`src/design/hbd_pkg.sv`:
```
// Package for the H-bridge drive control: timing constants, states and carriers
package hbd_pkg;
   // Timebase
   localparam int CLK_HZ = 100_000_000;
   localparam int CLK_NS = 10;
   // Times in their own units, as printed or chosen
   localparam int DEAD_TIME_NS = 200;
   localparam int OFF_TIME_US = 20;
   localparam int SLEEP_DELAY_US = 1000;
   localparam int WAKE_TIME_US = 250;
   localparam int OC_DEGLITCH_NS = 1500;
   localparam int IN_DEGLITCH_NS = 100;
   // Cycle counts; least times round up
   localparam int DEAD_CYC = (DEAD_TIME_NS + CLK_NS - 1) / CLK_NS;
   localparam int OFF_CYC = OFF_TIME_US * 1000 / CLK_NS;
   localparam int SLEEP_CYC = SLEEP_DELAY_US * 1000 / CLK_NS;
   localparam int WAKE_CYC = WAKE_TIME_US * 1000 / CLK_NS;
   localparam int OC_CYC = (OC_DEGLITCH_NS + CLK_NS - 1) / CLK_NS;
   localparam int IN_CYC = (IN_DEGLITCH_NS + CLK_NS - 1) / CLK_NS;
   // Mode states
   typedef enum logic [1:0] {
      HBD_SLEEP,
      HBD_WAKE,
      HBD_ACTIVE
   } hbd_mode_e;
   // Drive of one half-bridge
   typedef enum logic [1:0] {
      HBD_HIZ,
      HBD_HIGH,
      HBD_LOW
   } hbd_drv_e;
   // Gate controls of one half-bridge
   typedef struct packed {
      logic hs_on;
      logic ls_on;
   } hbd_gate_s;
   // Overcurrent comparator outputs, one per switch plus sense node
   typedef struct packed {
      logic hs_a;
      logic ls_a;
      logic hs_b;
      logic ls_b;
      logic sense;
   } hbd_oc_s;
endpackage

```
`src/design/hbd_drive_control.sv`:
```
// Top of the H-bridge drive control: input filter, modes, regulation, faults
// Operation
// - Both inputs low: both outputs high impedance; sleep after one millisecond.
// - Input a low, b high: output a low, b high (reverse).
// - Input a high, b low: output a high, b low (forward).
// - Both inputs high: both low-side switches on, braking with slow decay.
// - High-low swaps pass through a dead-time interval of high impedance.
// - Control inputs are deglitched before they affect the outputs.
// - Regulation trip flags when sensed current reaches reference over ten sense resistances.
// - On trip both low sides turn on for a fixed off-time.
// - After off-time the outputs follow the inputs again until next trip.
// - Overcurrent held beyond its deglitch time enters fault, all switches off.
// - Overcurrent fault stays latched until sleep or power removal clears it.
// - Overcurrent watched on every switch and on the sense node separately.
// - Over-temperature turns switches off; resumes by itself after hysteresis cools.
// - Undervoltage disables everything and resets all logic until supply recovers.
// - Active mode needs supply good, inputs not both low, wake elapsed.
// - Inputs low for the sleep delay enter sleep; outputs stay high impedance.
// - Power-up with inputs low goes directly to sleep.
// - Wake needs one input high longer than the wake time.
// - Faults disable the bridge; recovery returns to active mode.
// - Overcurrent must persist about 1.5 microseconds before the fault.
// - Sense-node overcurrent trips above about 0.7 volts.
// - Thermal fault clears about 40 degrees below the shutdown limit.
`timescale 1ns/10ps
module hbd_drive_control #(
   parameter int DEAD_CYCLES = hbd_pkg::DEAD_CYC,
   parameter int OFF_CYCLES = hbd_pkg::OFF_CYC,
   parameter int SLEEP_CYCLES = hbd_pkg::SLEEP_CYC,
   parameter int WAKE_CYCLES = hbd_pkg::WAKE_CYC,
   parameter int OC_CYCLES = hbd_pkg::OC_CYC,
   parameter int IN_CYCLES = hbd_pkg::IN_CYC
) (
   input wire logic clk_i,
   input wire logic srst_i,
   input wire logic bridge_input_a_i,
   input wire logic bridge_input_b_i,
   input wire logic supply_low_lockout_i,
   input wire logic regulation_trip_i,
   input wire hbd_pkg::hbd_oc_s oc_cmp_i,
   input wire logic thermal_hot_i,
   input wire logic thermal_cool_i,
   output hbd_pkg::hbd_gate_s gate_a_o,
   output hbd_pkg::hbd_gate_s gate_b_o,
   output logic active_o,
   output logic sleep_o,
   output logic overcurrent_fault_o,
   output logic thermal_fault_o,
   output logic regulating_o
);
   import hbd_pkg::*;

   localparam int TW = $clog2(SLEEP_CYCLES + WAKE_CYCLES + OFF_CYCLES + 2);
   localparam int IW = $clog2(IN_CYCLES + 1);
   localparam int OW = $clog2(OC_CYCLES + 1);
   localparam logic [TW-1:0] SLEEP_END = TW'(SLEEP_CYCLES);
   localparam logic [TW-1:0] WAKE_END = TW'(WAKE_CYCLES);
   localparam logic [TW-1:0] OFF_LOAD = TW'(OFF_CYCLES);
   localparam logic [IW-1:0] IN_END = IW'(IN_CYCLES);
   localparam logic [OW-1:0] OC_END = OW'(OC_CYCLES);

   // Whole block reset, also forced by supply undervoltage
   wire logic rst;
   assign rst = srst_i | supply_low_lockout_i;

   // Input deglitch: a raw change must hold IN_CYCLES before it is taken
   logic [1:0] raw;
   logic [1:0] in_reg;
   logic [1:0] in_next;
   logic [IW-1:0] flt_reg;
   logic [IW-1:0] flt_next;
   assign raw = {bridge_input_a_i, bridge_input_b_i};

   always_comb begin
      in_next = in_reg;
      flt_next = '0;
      if (raw != in_reg) begin
         flt_next = flt_reg + 1'b1;
         if (flt_reg >= IN_END - 1'b1) begin
            in_next = raw;
            flt_next = '0;
         end
      end
   end

   always_ff @(posedge clk_i) begin
      if (rst) begin
         in_reg <= 2'h0;
         flt_reg <= '0;
      end else begin
         in_reg <= in_next;
         flt_reg <= flt_next;
      end
   end

   wire logic both_low;
   assign both_low = (in_reg == 2'h0);

   // Mode machine: sleep, waking, active; the counter times sleep and wake
   hbd_mode_e mode_reg;
   hbd_mode_e mode_next;
   logic [TW-1:0] tmr_reg;
   logic [TW-1:0] tmr_next;

   always_comb begin
      mode_next = mode_reg;
      tmr_next = '0;
      case (mode_reg)
         HBD_SLEEP: begin
            if (!both_low) begin
               mode_next = HBD_WAKE;
            end
         end
         HBD_WAKE: begin
            // Dropping both inputs before the wake time aborts the wake
            if (both_low) begin
               mode_next = HBD_SLEEP;
            end else if (tmr_reg >= WAKE_END - 1'b1) begin
               mode_next = HBD_ACTIVE;
            end else begin
               tmr_next = tmr_reg + 1'b1;
            end
         end
         HBD_ACTIVE: begin
            if (both_low) begin
               if (tmr_reg >= SLEEP_END - 1'b1) begin
                  mode_next = HBD_SLEEP;
               end else begin
                  tmr_next = tmr_reg + 1'b1;
               end
            end
         end
         default: begin
            mode_next = HBD_SLEEP;
         end
      endcase
   end

   // Reset lands in sleep, so a power-up with inputs low never goes active
   always_ff @(posedge clk_i) begin
      if (rst) begin
         mode_reg <= HBD_SLEEP;
         tmr_reg <= '0;
      end else begin
         mode_reg <= mode_next;
         tmr_reg <= tmr_next;
      end
   end

   wire logic is_active;
   wire logic is_sleep;
   assign is_active = (mode_reg == HBD_ACTIVE);
   assign is_sleep = (mode_reg == HBD_SLEEP);

   // Overcurrent: any switch or the sense node, held past the deglitch time
   wire logic oc_any;
   assign oc_any = |oc_cmp_i;
   logic [OW-1:0] ocd_reg;
   logic [OW-1:0] ocd_next;
   logic ocf_reg;
   logic ocf_next;

   always_comb begin
      ocd_next = '0;
      ocf_next = ocf_reg;
      if (oc_any && is_active) begin
         ocd_next = ocd_reg + 1'b1;
         if (ocd_reg >= OC_END - 1'b1) begin
            ocd_next = ocd_reg;
            ocf_next = 1'b1;
         end
      end
      // Latched until sleep; a fresh trip never coincides since sleep is not active
      if (is_sleep) begin
         ocf_next = 1'b0;
      end
   end

   always_ff @(posedge clk_i) begin
      if (rst) begin
         ocd_reg <= '0;
         ocf_reg <= 1'b0;
      end else begin
         ocd_reg <= ocd_next;
         ocf_reg <= ocf_next;
      end
   end

   // Thermal shutdown self-recovers once the cool comparator reports hysteresis met
   logic tsd_reg;
   logic tsd_next;
   always_comb begin
      tsd_next = tsd_reg;
      if (thermal_hot_i) begin
         tsd_next = 1'b1;
      end else if (thermal_cool_i) begin
         tsd_next = 1'b0;
      end
   end

   always_ff @(posedge clk_i) begin
      if (rst) begin
         tsd_reg <= 1'b0;
      end else begin
         tsd_reg <= tsd_next;
      end
   end

   // Fixed off-time after a regulation trip; a trip during off-time is ignored
   logic [TW-1:0] off_reg;
   logic [TW-1:0] off_next;
   wire logic regulating;
   assign regulating = (off_reg != '0);

   always_comb begin
      off_next = off_reg;
      if (!is_active) begin
         off_next = '0;
      end else if (regulating) begin
         off_next = off_reg - 1'b1;
      end else if (regulation_trip_i) begin
         off_next = OFF_LOAD;
      end
   end

   always_ff @(posedge clk_i) begin
      if (rst) begin
         off_reg <= '0;
      end else begin
         off_reg <= off_next;
      end
   end

   // Wanted drive per leg; faults and any non-active mode leave the bridge off
   wire logic bridge_off;
   assign bridge_off = !is_active || ocf_reg || tsd_reg;
   hbd_drv_e want_a;
   hbd_drv_e want_b;

   always_comb begin
      want_a = HBD_HIZ;
      want_b = HBD_HIZ;
      if (bridge_off) begin
         want_a = HBD_HIZ;
         want_b = HBD_HIZ;
      end else if (regulating) begin
         want_a = HBD_LOW;
         want_b = HBD_LOW;
      end else begin
         case (in_reg)
            2'h1: begin
               want_a = HBD_LOW;
               want_b = HBD_HIGH;
            end
            2'h2: begin
               want_a = HBD_HIGH;
               want_b = HBD_LOW;
            end
            2'h3: begin
               want_a = HBD_LOW;
               want_b = HBD_LOW;
            end
            default: begin
               want_a = HBD_HIZ;
               want_b = HBD_HIZ;
            end
         endcase
      end
   end

   // Output legs, each with its own dead-time guard
   hbd_half_bridge #(
      .DEAD_CYCLES(DEAD_CYCLES)
   ) u_leg_a (
      .clk_i(clk_i),
      .srst_i(rst),
      .want_i(want_a),
      .gate_o(gate_a_o)
   );

   hbd_half_bridge #(
      .DEAD_CYCLES(DEAD_CYCLES)
   ) u_leg_b (
      .clk_i(clk_i),
      .srst_i(rst),
      .want_i(want_b),
      .gate_o(gate_b_o)
   );

   // Registered status
   always_ff @(posedge clk_i) begin
      if (rst) begin
         active_o <= 1'b0;
         sleep_o <= 1'b1;
         overcurrent_fault_o <= 1'b0;
         thermal_fault_o <= 1'b0;
         regulating_o <= 1'b0;
      end else begin
         active_o <= is_active;
         sleep_o <= is_sleep;
         overcurrent_fault_o <= ocf_reg;
         thermal_fault_o <= tsd_reg;
         regulating_o <= regulating;
      end
   end
endmodule

```
`src/design/hbd_half_bridge.sv`:
```
// One half-bridge output stage with dead-time insertion
`timescale 1ns/10ps
module hbd_half_bridge #(
   parameter int DEAD_CYCLES = hbd_pkg::DEAD_CYC
) (
   input wire logic clk_i,
   input wire logic srst_i,
   input wire hbd_pkg::hbd_drv_e want_i,
   output hbd_pkg::hbd_gate_s gate_o
);
   import hbd_pkg::*;
   localparam int CW = $clog2(DEAD_CYCLES + 1);
   localparam logic [CW-1:0] DEAD_LOAD = CW'(DEAD_CYCLES);

   hbd_drv_e cur_reg;
   hbd_drv_e cur_next;
   logic [CW-1:0] dead_reg;
   logic [CW-1:0] dead_next;
   hbd_gate_s gate_reg;
   hbd_gate_s gate_next;
   wire logic opposite;

   // A swap between high and low must pass through high impedance first
   assign opposite = (cur_reg == HBD_HIGH && want_i == HBD_LOW) ||
                     (cur_reg == HBD_LOW && want_i == HBD_HIGH);

   // Next drive: hold high impedance while dead time counts down
   always_comb begin
      cur_next = cur_reg;
      dead_next = dead_reg;
      if (dead_reg != '0) begin
         dead_next = dead_reg - 1'b1;
         if (want_i == HBD_HIZ) begin
            dead_next = '0;
         end
         if (dead_reg == CW'(1) && want_i != HBD_HIZ) begin
            cur_next = want_i;
         end
      end else if (opposite) begin
         cur_next = HBD_HIZ;
         dead_next = DEAD_LOAD;
      end else begin
         cur_next = want_i;
      end
      if (cur_next == HBD_HIZ && want_i == HBD_HIZ) begin
         dead_next = '0;
      end
      gate_next.hs_on = (cur_next == HBD_HIGH);
      gate_next.ls_on = (cur_next == HBD_LOW);
   end

   // Registered gates keep both switches of a leg from ever being on together
   always_ff @(posedge clk_i) begin
      if (srst_i) begin
         cur_reg <= HBD_HIZ;
         dead_reg <= '0;
         gate_reg <= '0;
      end else begin
         cur_reg <= cur_next;
         dead_reg <= dead_next;
         gate_reg <= gate_next;
      end
   end

   assign gate_o = gate_reg;
endmodule

```
`config.mk`:
```
export PLATFORM = sky130hd
export DESIGN_NAME = hbd_drive_control
export DESIGN_NICKNAME = d
export VERILOG_FILES = /design/src/design/hbd_pkg.sv /design/src/design/hbd_drive_control.sv /design/src/design/hbd_half_bridge.sv
export SDC_FILE = /design/constraint.sdc
export NUM_CORES = 1
export LEC_CHECK = 0
export BUFFER_PORTS_ARGS = -buffer_cell sky130_fd_sc_hd__buf_2
export CAP_MARGIN = 20
export CELL_PAD_IN_SITES_DETAIL_PLACEMENT = 0
export CELL_PAD_IN_SITES_GLOBAL_PLACEMENT = 2
export CORE_MARGIN = 5
export CORE_UTILIZATION = 38
export CTS_CLUSTER_DIAMETER = 40
export DETAILED_ROUTE_END_ITERATION = 6
export GPL_TIMING_DRIVEN = 0
export PLACE_DENSITY_LB_ADDON = 0.1
export SLEW_MARGIN = 20
export SYNTH_ARGS = -nofsm -noshare
export SYNTH_HDL_FRONTEND = slang
export SYNTH_HIERARCHICAL = 1
export SYNTH_SLANG_ARGS = --single-unit
```
`constraint.sdc`:
```
create_clock -name clk_i -period 3.9 [get_ports clk_i]
set_clock_uncertainty 0.2 [all_clocks]
set_input_delay 0.39 -clock clk_i [delete_from_list [all_inputs] [get_ports clk_i]]
set_output_delay 0.39 -clock clk_i [all_outputs]
set_load 0.1 [all_outputs]
```
==> run metrics, run 1 <==
slowest CP cell or4_1; Die Wd 109.7 um; final setup vio count 0; CP Class reg2reg; Routed Antenna Nets 0; clock tree buffer depth 2; post-CTS setup buffers 0; Async SR Flop Fraction 0%; routed length per placed instance 12.67 um; Final Hold Vio Count 0; Via-to-Cell Ratio 5.090; initial antenna violation count 0; starting density of the core ~39%; commonest non-fill, non-tap cell in the layout dfxtp_1; number of cell rows 36; core area 9729 um2; CTS H-Tree Depth 3; Yosys reg bits 75; HPWL Detailed 5.498 mm; Fin Setup TNS 0 ps; crit path DAT 3550 ps; port buffer count 21; Placed Instance Area about 4000 um2; drt first-iter violations 125; worst slew pin tran ~940 ps; DRC Markers 0; largest net degree at the start of global routing 18; Mapped Cells roughly 430; Synth Area per Inst 8.698 um2; Pre-antenna DRT Iters 4; gr ovfl total 0; Finished Cell Area 4195 um2; critical path, cell by cell inv_1 -> ha_1 -> nor4b_1 -> nand2_1 -> or4_1 -> clkbuf_1 -> o21a_1 -> nor4bb_1 -> o21ai_0 -> a21oi_1; vias in the first global route 2875; CTS sink count 75; die height 109.7 um; routed vias 3059; leakage power 1.443 nW; I/O pin cnt 22; share of cells above drive strength 1 12.39%; Worst Path Required 3980 ps; max_slew headroom a little under two fifths; Final Wtd Congestion 0.7565; crit path max fanout 7; Max VDD drop 0.1948 mV; final net count 496; Clock Latency Late Sink ~350 ps; RSZ-0062 raised after global routing false; total CTS buffers 9; CTS Hold Bufs 0; post-synthesis sequential area ratio 39.77%; ANT cells 0; CTS tree yes; Max Transition Viols Final 0; fin crit share 88.84%; Die ar. 12030 um2; Hold Worst Slack 63.72 ps; f_max 0.2886 GHz; Primary FF master, synth dfxtp_1; outcome completed; most frequent cells in the layout dfxtp_1, nor2_1, nand2_1; shortest period the worst path allows 3465 ps; power per cell area 307.9 nW/um2; PostCTS Resize Cnt 0; DRT Wirelength 7.613 mm; post-synth cell types 48; GR Util All Layers 13.95%; clk slew on worst S/H paths roughly 70 ps; CP Launch Type register; Worst setup EP type register; Mapped Area 3775 um2; max_cap viols 0; Tot Pwr 1.292 mW; HP Class in2reg; Synthesized Nets 464; first-pass GRT wire length 13.12 mm; CP peak stage delay roughly 520 ps; yosys warns 6; root buf cell clkbuf_8; EDFF count, synth 0; Area Growth Syn to Fin 11.14%
-- metal layers --
layer	share of wire [%]	GRT usage (%)	vias to the layer above
li1	-	-	1578
met1	49	17.22	1441
met2	45	22.14	32
met3	4.7	5.637	8
met4	1.5	4.541	0
met5	0	0	-
-- stage by stage --
step           setup slack (ps)  util [%]  cells
6_report                  435.1     43.12    601
5_1_grt                   91.28     43.12    601
4_1_cts                   449.4     43.12    601
3_5_place_dp              466.2     41.59    588
3_3_place_gp              491.4     41.59    588
2_1_floorplan             990.4         -    434
-- cells in the mapped netlist (all sizes together), types with 3 or more instances --
cell	instances	area, um2
nor2	73	274.0
or4	6	45.04
and4	3	28.78
a211oi	8	60.06
dfxtp	75	1501
nor3b	15	142.6
buf	5	43.79
a21oi	18	90.09
nor4bb	4	40.04
nand2b	4	25.02
nand3	16	85.08
nor4	7	50.05
a31oi	3	18.77
inv	25	93.84
xnor2	19	166.4
nand4	3	18.77
nand2	35	131.4
clkbuf	4	15.01
nor4b	6	77.58
xor2	20	175.2
nor3	15	75.07
or3	4	25.02
o211ai	8	93.84
a41oi	4	35.03
o21ai	15	75.07
o21a	8	62.56
ha	17	212.7
and2	4	25.02
-- final timing paths --
path,startpoint,to,slack (ps),cells past startpoint
max,off_reg[0]$_SDFFE_PP0P_,u_leg_b/dead_reg[2]$_SDFFE_PP0P_,440,10
min reg2reg,tmr_reg[0]$_SDFF_PP0_,tmr_reg[0]$_SDFF_PP0_,270,1
max reg2reg,off_reg[0]$_SDFFE_PP0P_,u_leg_b/dead_reg[2]$_SDFFE_PP0P_,440,10
min,thermal_hot_i,tsd_reg$_SDFFE_PP0P_,60,3
-- critical path, delay by kind of cell (launching register included) --
family | cells | cell delay [ps]
simple gates | 4 | 1700
compound gates | 3 | 680
flops | 1 | 330
buf+inv | 2 | 300
fa+ha+maj | 1 | 190
-- cell type report --
class                           instances  area [um2]
Buffer                                  9       58.81
Clock buffer                           13       148.9
Fill cell                            1017        5534
Inverter                               25       93.84
Multi-Input combinational cell        325        2121
Sequential cell                        75        1501
Tap cell                              133       166.4
Timing Repair Buffer                   21       105.1
-- where the power goes --
part,internal (mW),switching (mW),total (mW)
clock network,0.239,0.261,0.500
logic,0.00918,0.0147,0.0239
registers,0.767,0.00127,0.768
-- cells by family after synthesis --
group | after synthesis | share of synthesized area (%)
AND/OR/NAND/NOR | 198 | 28.21
flip-flops | 75 | 39.77
AO/OA/AOI/OAI | 71 | 13.29
XOR/XNOR | 39 | 9.049
buffers and inverters | 34 | 4.044
adder cells (fa/ha/maj) | 17 | 5.635
Note: power is estimated with default switching activity, not from simulation.
==> run 2, diff against run 1 <==
--- a/config.mk
+++ b/config.mk
@@ -10,13 +10,13 @@
 export CELL_PAD_IN_SITES_DETAIL_PLACEMENT = 0
 export CELL_PAD_IN_SITES_GLOBAL_PLACEMENT = 2
 export CORE_MARGIN = 5
-export CORE_UTILIZATION = 38
+export CORE_UTILIZATION = 37
 export CTS_CLUSTER_DIAMETER = 40
 export DETAILED_ROUTE_END_ITERATION = 6
 export GPL_TIMING_DRIVEN = 0
 export PLACE_DENSITY_LB_ADDON = 0.1
+export RECOVER_POWER = 100
 export SLEW_MARGIN = 20
 export SYNTH_ARGS = -nofsm -noshare
 export SYNTH_HDL_FRONTEND = slang
-export SYNTH_HIERARCHICAL = 1
 export SYNTH_SLANG_ARGS = --single-unit
==> run metrics, run 2 <==
Final Wtd Congestion 0.7870 (+4.0%); core area 9774 um2 (+0.46%); fin crit share 77.32% (-12 points); initial antenna violation count 0 (unchanged); f_max 0.3316 GHz (+15%); share of cells above drive strength 1 8.996% (-3.4 points); ANT cells 0 (unchanged); area leader, netlist dfxtp_1; Mapped Area 3697 um2 (-2.1%); leakage power 1.434 nW (-0.68%); vias in the first global route 3005 (+4.5%); Synth Area per Inst 8.384 um2 (-3.6%); crit path max fanout 10 (+3); EDFF count, synth 0 (unchanged); die height 110.0 um (+0.27%); total CTS buffers 9 (unchanged); largest net degree at the start of global routing 14 (-4); Primary FF master, synth dfxtp_1; commonest non-fill, non-tap cell in the layout nor2_1; HP Class in2reg; crit path DAT 2990 ps (-560 ps); Clock Latency Late Sink 350 ps (about the same); Mapped Cells 441 (+1.6%); Fin Setup TNS 0 ps (unchanged); first-pass GRT wire length 14.06 mm (+7.2%); top post-synthesis cells by area dfxtp_1, nor2_1, ha_1; drt first-iter violations 138 (+10%); gr ovfl total 0 (unchanged); shortest period the worst path allows 3016 ps (-449.3 ps); port buffer count 21 (unchanged); number of cell rows 36 (unchanged); DRC Markers 0 (unchanged); worst slew pin tran 1171 ps (+232.3 ps); root buf cell clkbuf_8; Die ar. 12090 um2 (+0.54%); most common cell in the netlist nor2_1; CTS H-Tree Depth 3 (unchanged); power per cell area 322.2 nW/um2 (+4.6%); routed length per placed instance 13.36 um (+5.5%); Via-to-Cell Ratio 5.043 (-0.93%); CTS Hold Bufs 0 (unchanged); most frequent cells in the layout nor2_1, dfxtp_1, nand2_1; CP Class reg2reg; Placed Instances 595 (+1.2%); clock tree buffer depth 2 (unchanged); Async SR Flop Fraction 0% (unchanged); CTS tree yes; outcome completed; Synthesized Nets 470 (+1.3%); Final Non-Filler Cells 611 (+1.7%); starting density of the core 37.83% (-0.97 points); CP Launch Type register; top-area cell type share of the netlist area 40.61% (+0.83 points); max_slew headroom 22.28% (-15 points); post-CTS setup buffers 0 (unchanged); Max Transition Viols Final 0 (unchanged); Area Growth Syn to Fin 11.00%; CTS sink count 75 (unchanged); Die Wd 110.0 um (+0.27%); routed vias 3081 (+0.72%); Yosys reg bits 75 (unchanged); Commonest cells post-synth nor2_1, dfxtp_1, nand2_1; GR Util All Layers 14.71% (+0.76 points); RSZ-0062 raised after global routing false; post-synth cell types 55 (+15%); DRT Wirelength 8.163 mm (+7.2%); yosys warns 0 (-6); Routed Antenna Nets 0 (unchanged); clk slew on worst S/H paths 80 ps (about the same); Worst setup EP type register; I/O pin cnt 22 (unchanged); Pre-antenna DRT Iters 4 (unchanged); final setup vio count 0 (unchanged); Worst Path Required 3870 ps (-110 ps); HPWL Detailed 6.136 mm (+12%); Max VDD drop 0.1535 mV (-21%); Final Hold Vio Count 0 (unchanged); max_cap viols 0 (unchanged); post-synthesis sequential area ratio 40.61% (+0.83 points); PostCTS Resize Cnt 0 (unchanged); final net count 502 (+1.2%)
==> run 2: changes by cell type in the layout (fill, tap and decap cells not counted), moves of 5 or more <==
cell	change
clkbuf_1	+13
buf_2	-10
nor3_1	+9
inv_1	-6
nor3b_1	-6
nor3b_2	-6
o21a_1	-6
and2_0	+5
xor2_1	-5
==> run 2: layout make-up <==
cell class | instances | area (um2)
Fill cell | 1042 | 5670
Multi-Input combinational cell | 336 | 2059
Sequential cell | 75 | 1501
Tap cell | 133 | 166.4
Clock buffer | 10 | 127.6
Timing Repair Buffer | 21 | 92.59
Inverter | 19 | 71.32
Buffer | 11 | 43.79
Clock inverter | 6 | 41.29
==> run 2: metrics by stage <==
step / area (um2) / util, % / hold WS [ps] / power [mW] / setup slack (ps)
finish: 4104 / 41.99 / 54.59 / 1.322 / 884.4
global route: 4104 / 41.99 / 71.06 / 1.388 / 617.2
CTS: 4138 / 42.33 / 40.62 / 1.351 / 977.8
detailed placement: 3969 / 40.60 / 280.3 / 0.8126 / 999.5
global placement: 3969 / 40.60 / 267.7 / 0.8121 / 972.6
floorplan: 3697 / - / 241.1 / 0.7998 / 1548
==> run 2: cell families (layout without fill, tap and decap cells) <==
family / count (synthesis) / in the layout / share of synthesized area (%)
AOI/OAI and AO/OA: 74 / 74 / 13.50
xor gates and xnor gates: 34 / 34 / 8.054
adders and majority gates: 16 / 16 / 5.414
buffers and inverters: 30 / 67 / 3.147
DFF: 75 / 75 / 40.61
muxes: 4 / 4 / 1.151
and+or+nand+nor: 208 / 208 / 28.12
==> run 2: where the power goes <==
| group | total [mW] | switching, mW | internal (mW) |
|---|---|---|---|
| clock | 0.529 | 0.298 | 0.231 |
| sequential | 0.768 | 0.00138 | 0.766 |
| combinational | 0.0258 | 0.0162 | 0.00960 |
==> run 2: worst paths after layout <==
check / start / to / slack (ps) / cells past startpoint
setup reg to reg: off_reg[0]$_SDFFE_PP0P_ / u_leg_b.dead_reg[1]$_SDFFE_PP0P_ / 880 / 8
setup / recovery: off_reg[0]$_SDFFE_PP0P_ / u_leg_b.dead_reg[1]$_SDFFE_PP0P_ / 880 / 8
hold / removal: thermal_hot_i / tsd_reg$_SDFFE_PP0P_ / 50 / 3
hold reg to reg: flt_reg[0]$_SDFF_PP0_ / flt_reg[0]$_SDFF_PP0_ / 290 / 1
==> run 2: worst max-delay path, cell delays in order (launching register included) <==
cell,delay (ps)
dfxtp_1,340
inv_1,90
ha_1,140
nor3b_1,380
nand4_1,460
o21ai_0,900
nor3_1,90
a21oi_1,170
a311oi_1,70
==> run 2: layer usage <==
layer / up-vias / part of all wire [%] / track usage [%]
met4: 0 / 1.7 / 4.541
met3: 14 / 2.7 / 3.876
li1: 1618 / - / -
met5: - / 0 / 0
met1: 1422 / 45 / 16.89
met2: 27 / 50 / 26.43
==> run 3, diff against run 2 <==
--- a/config.mk
+++ b/config.mk
@@ -10,7 +10,7 @@
 export CELL_PAD_IN_SITES_DETAIL_PLACEMENT = 0
 export CELL_PAD_IN_SITES_GLOBAL_PLACEMENT = 2
 export CORE_MARGIN = 5
-export CORE_UTILIZATION = 37
+export CORE_UTILIZATION = 33
 export CTS_CLUSTER_DIAMETER = 40
 export DETAILED_ROUTE_END_ITERATION = 6
 export GPL_TIMING_DRIVEN = 0
==> constraint.sdc (replaced) <==
create_clock -name clk_i -period 2.7 [get_ports clk_i]
set_clock_uncertainty 0.2 [all_clocks]
set_input_delay 0.27 -clock clk_i [delete_from_list [all_inputs] [get_ports clk_i]]
set_output_delay 0.27 -clock clk_i [all_outputs]
set_load 0.1 [all_outputs]
==> run metrics, run 3 (synthesized netlist as in run 2, its figures left out) <==
crit path max fanout 7 (-3); Die Wd 115.9 um (+5.4%); ANT cells 0 (unchanged); outcome completed; Final Hold Vio Count 0 (unchanged); Comb pwr share 2.1% (about the same); R2R depth 7 (-1); Placed Instance Area 3985 um2 (+0.41%); Pre-antenna DRT Iters 4 (unchanged); gr ovfl total 0 (unchanged); Worst setup EP type register; most frequent cells in the layout nor2_1, dfxtp_1, nand2_1; f_max 0.3912 GHz (+18%); max_slew headroom 21.42% (-0.86 points); starting density of the core 33.96% (-3.9 points); CP Class reg2reg; commonest non-fill, non-tap cell in the layout nor2_1; I/O pin cnt 22 (unchanged); slowest CP cell or3b_2; Max Transition Viols Final 0 (unchanged); CTS H-Tree Depth 3 (unchanged); Worst Path Required 2760 ps (-1110 ps); hold depth 3 (unchanged); Reg area 1501 um2 (unchanged); initial antenna violation count 0 (unchanged); final setup vio count 0 (unchanged); switching power 0.4598 mW (+46%); total CTS buffers 9 (unchanged); Seq pwr share 54.0% (-4.1 points); final net count 506 (+0.80%); root buf cell clkbuf_8; fin crit share 94.67% (+17 points); fillcell total 1133 (+8.7%); HPWL Detailed 6.190 mm (+0.88%); shortest period the worst path allows 2556 ps (-459.5 ps); leakage power 1.504 nW (+4.9%); Max VDD drop 0.4529 mV (+200%); Via-to-Cell Ratio 4.997 (-0.91%); core area 10890 um2 (+11%); Clock Latency Late Sink 360 ps (about the same); Final Wtd Congestion 0.7570 (-3.8%); routed length per placed instance 13.77 um (+3.1%); Hold Worst Slack 30.22 ps (-24.37 ps); first-pass GRT wire length 14.48 mm (+2.9%); GR Util All Layers 13.70% (-1.0 points); DRT Wirelength 8.551 mm (+4.8%); Die ar. 13420 um2 (+11%); critical path, cell by cell inv_1 -> ha_1 -> or3b_2 -> nor2_1 -> and3_1 -> a21oi_1 -> a311oi_1; CTS tree yes; crit path DAT 2620 ps (-370 ps); clock tree buffer depth 2 (unchanged); vias in the first global route 2983 (-0.73%); Area Growth Syn to Fin 15.80%; CP peak stage delay 470 ps (-430 ps); area occupied by multi-input gates 2145 um2 (+4.1%); Routed Antenna Nets 0 (unchanged); Finished Cell Area 4282 um2 (+4.3%); DRC Markers 0 (unchanged); post-CTS setup buffers 0 (unchanged); routed vias 3103 (+0.71%); drt first-iter violations 150 (+8.7%); CP Launch Type register; sw frac 22.37% (-1.5 points); HP Class in2reg; max_cap viols 0 (unchanged); largest net degree at the start of global routing 13 (-1); CTS sink count 75 (unchanged); number of cell rows 38 (+5.6%); share of cells above drive strength 1 11.43% (+2.4 points); RSZ-0062 raised after global routing false; die height 115.9 um (+5.4%); port buffer count 21 (unchanged); Internal 1.595 mW (+58%); worst slew pin tran 1184 ps (+12.95 ps); clock share of power 43.9% (+3.9 points); clk slew on worst S/H paths 80 ps (about the same); power per cell area 480.0 nW/um2 (+49%)
## run 3: path summary, 6_finish.rpt
check,startpoint,endpoint,slack [ps]
worst max-delay path,u_leg_b.dead_reg[0]$_SDFFE_PP0P_,u_leg_b.dead_reg[1]$_SDFFE_PP0P_,140
worst min-delay path,supply_low_lockout_i,ocf_reg$_SDFFE_PP0P_,30
worst max register to register,u_leg_b.dead_reg[0]$_SDFFE_PP0P_,u_leg_b.dead_reg[1]$_SDFFE_PP0P_,140
worst min register to register,tmr_reg[0]$_SDFF_PP0_,tmr_reg[0]$_SDFF_PP0_,280
## run 3: what timing repair did
action	CTS	global route
gates cloned	0	0
resized for setup	3	9
hold buffers	5	0
hold endpoints to repair	4	0
endpoints found under the setup margin	9	21
## run 3: per-stage QoR
stage / setup TNS [ps] / cells / power, mW / setup slack [ps] / utilization, %
global route: 0 / 621 / 2.143 / 12.12 / 39.32
CTS: 0 / 621 / 2.100 / 18.67 / 38.99
detailed placement: -414.3 / 602 / 1.175 / -145.9 / 36.60
finish: 0 / 621 / 2.055 / 143.9 / 39.32
floorplan: 0 / 441 / 1.155 / 348.3 / -
global placement: -2678 / 602 / 1.175 / -214.0 / 36.53
## run 3: layout make-up
type / instances / area share, %
timing repair buffer: 26 / 3.331
inverter: 19 / 1.666
buffer: 10 / 1.052
clock inverter: 4 / 1.169
multi-input combinational: 336 / 50.09
tap: 140 / 4.091
clock buffer: 11 / 3.536
sequential: 75 / 35.07
## run 3: per-layer routing
layer / vias up / global-route usage (%) / share of wire [%]
met5: - / 0 / 0
met4: 0 / 5.182 / 1.6
met3: 10 / 3.394 / 4.6
met2: 53 / 21.56 / 45
met1: 1416 / 18.16 / 49
li1: 1624 / - / -
## run 3: worst max-delay path, delay by kind of cell, from the launching register on
family                     cells  cell delay (ps)
and+or+nand+nor                3             1260
DFF                            1              360
AOI/OAI and AO/OA              2              340
adders and majority gates      1              220
buffers and inverters          1               70
## run 3: power by group through the flow
stage	Clock, mW	Sequential [mW]	Combinational, mW
final	0.903	1.11	0.0430
after global routing	0.985	1.11	0.0485
after CTS	0.946	1.11	0.0441
after detailed placement	0	1.14	0.0396
after global placement	0	1.14	0.0397
after floorplan	0	1.14	0.0184
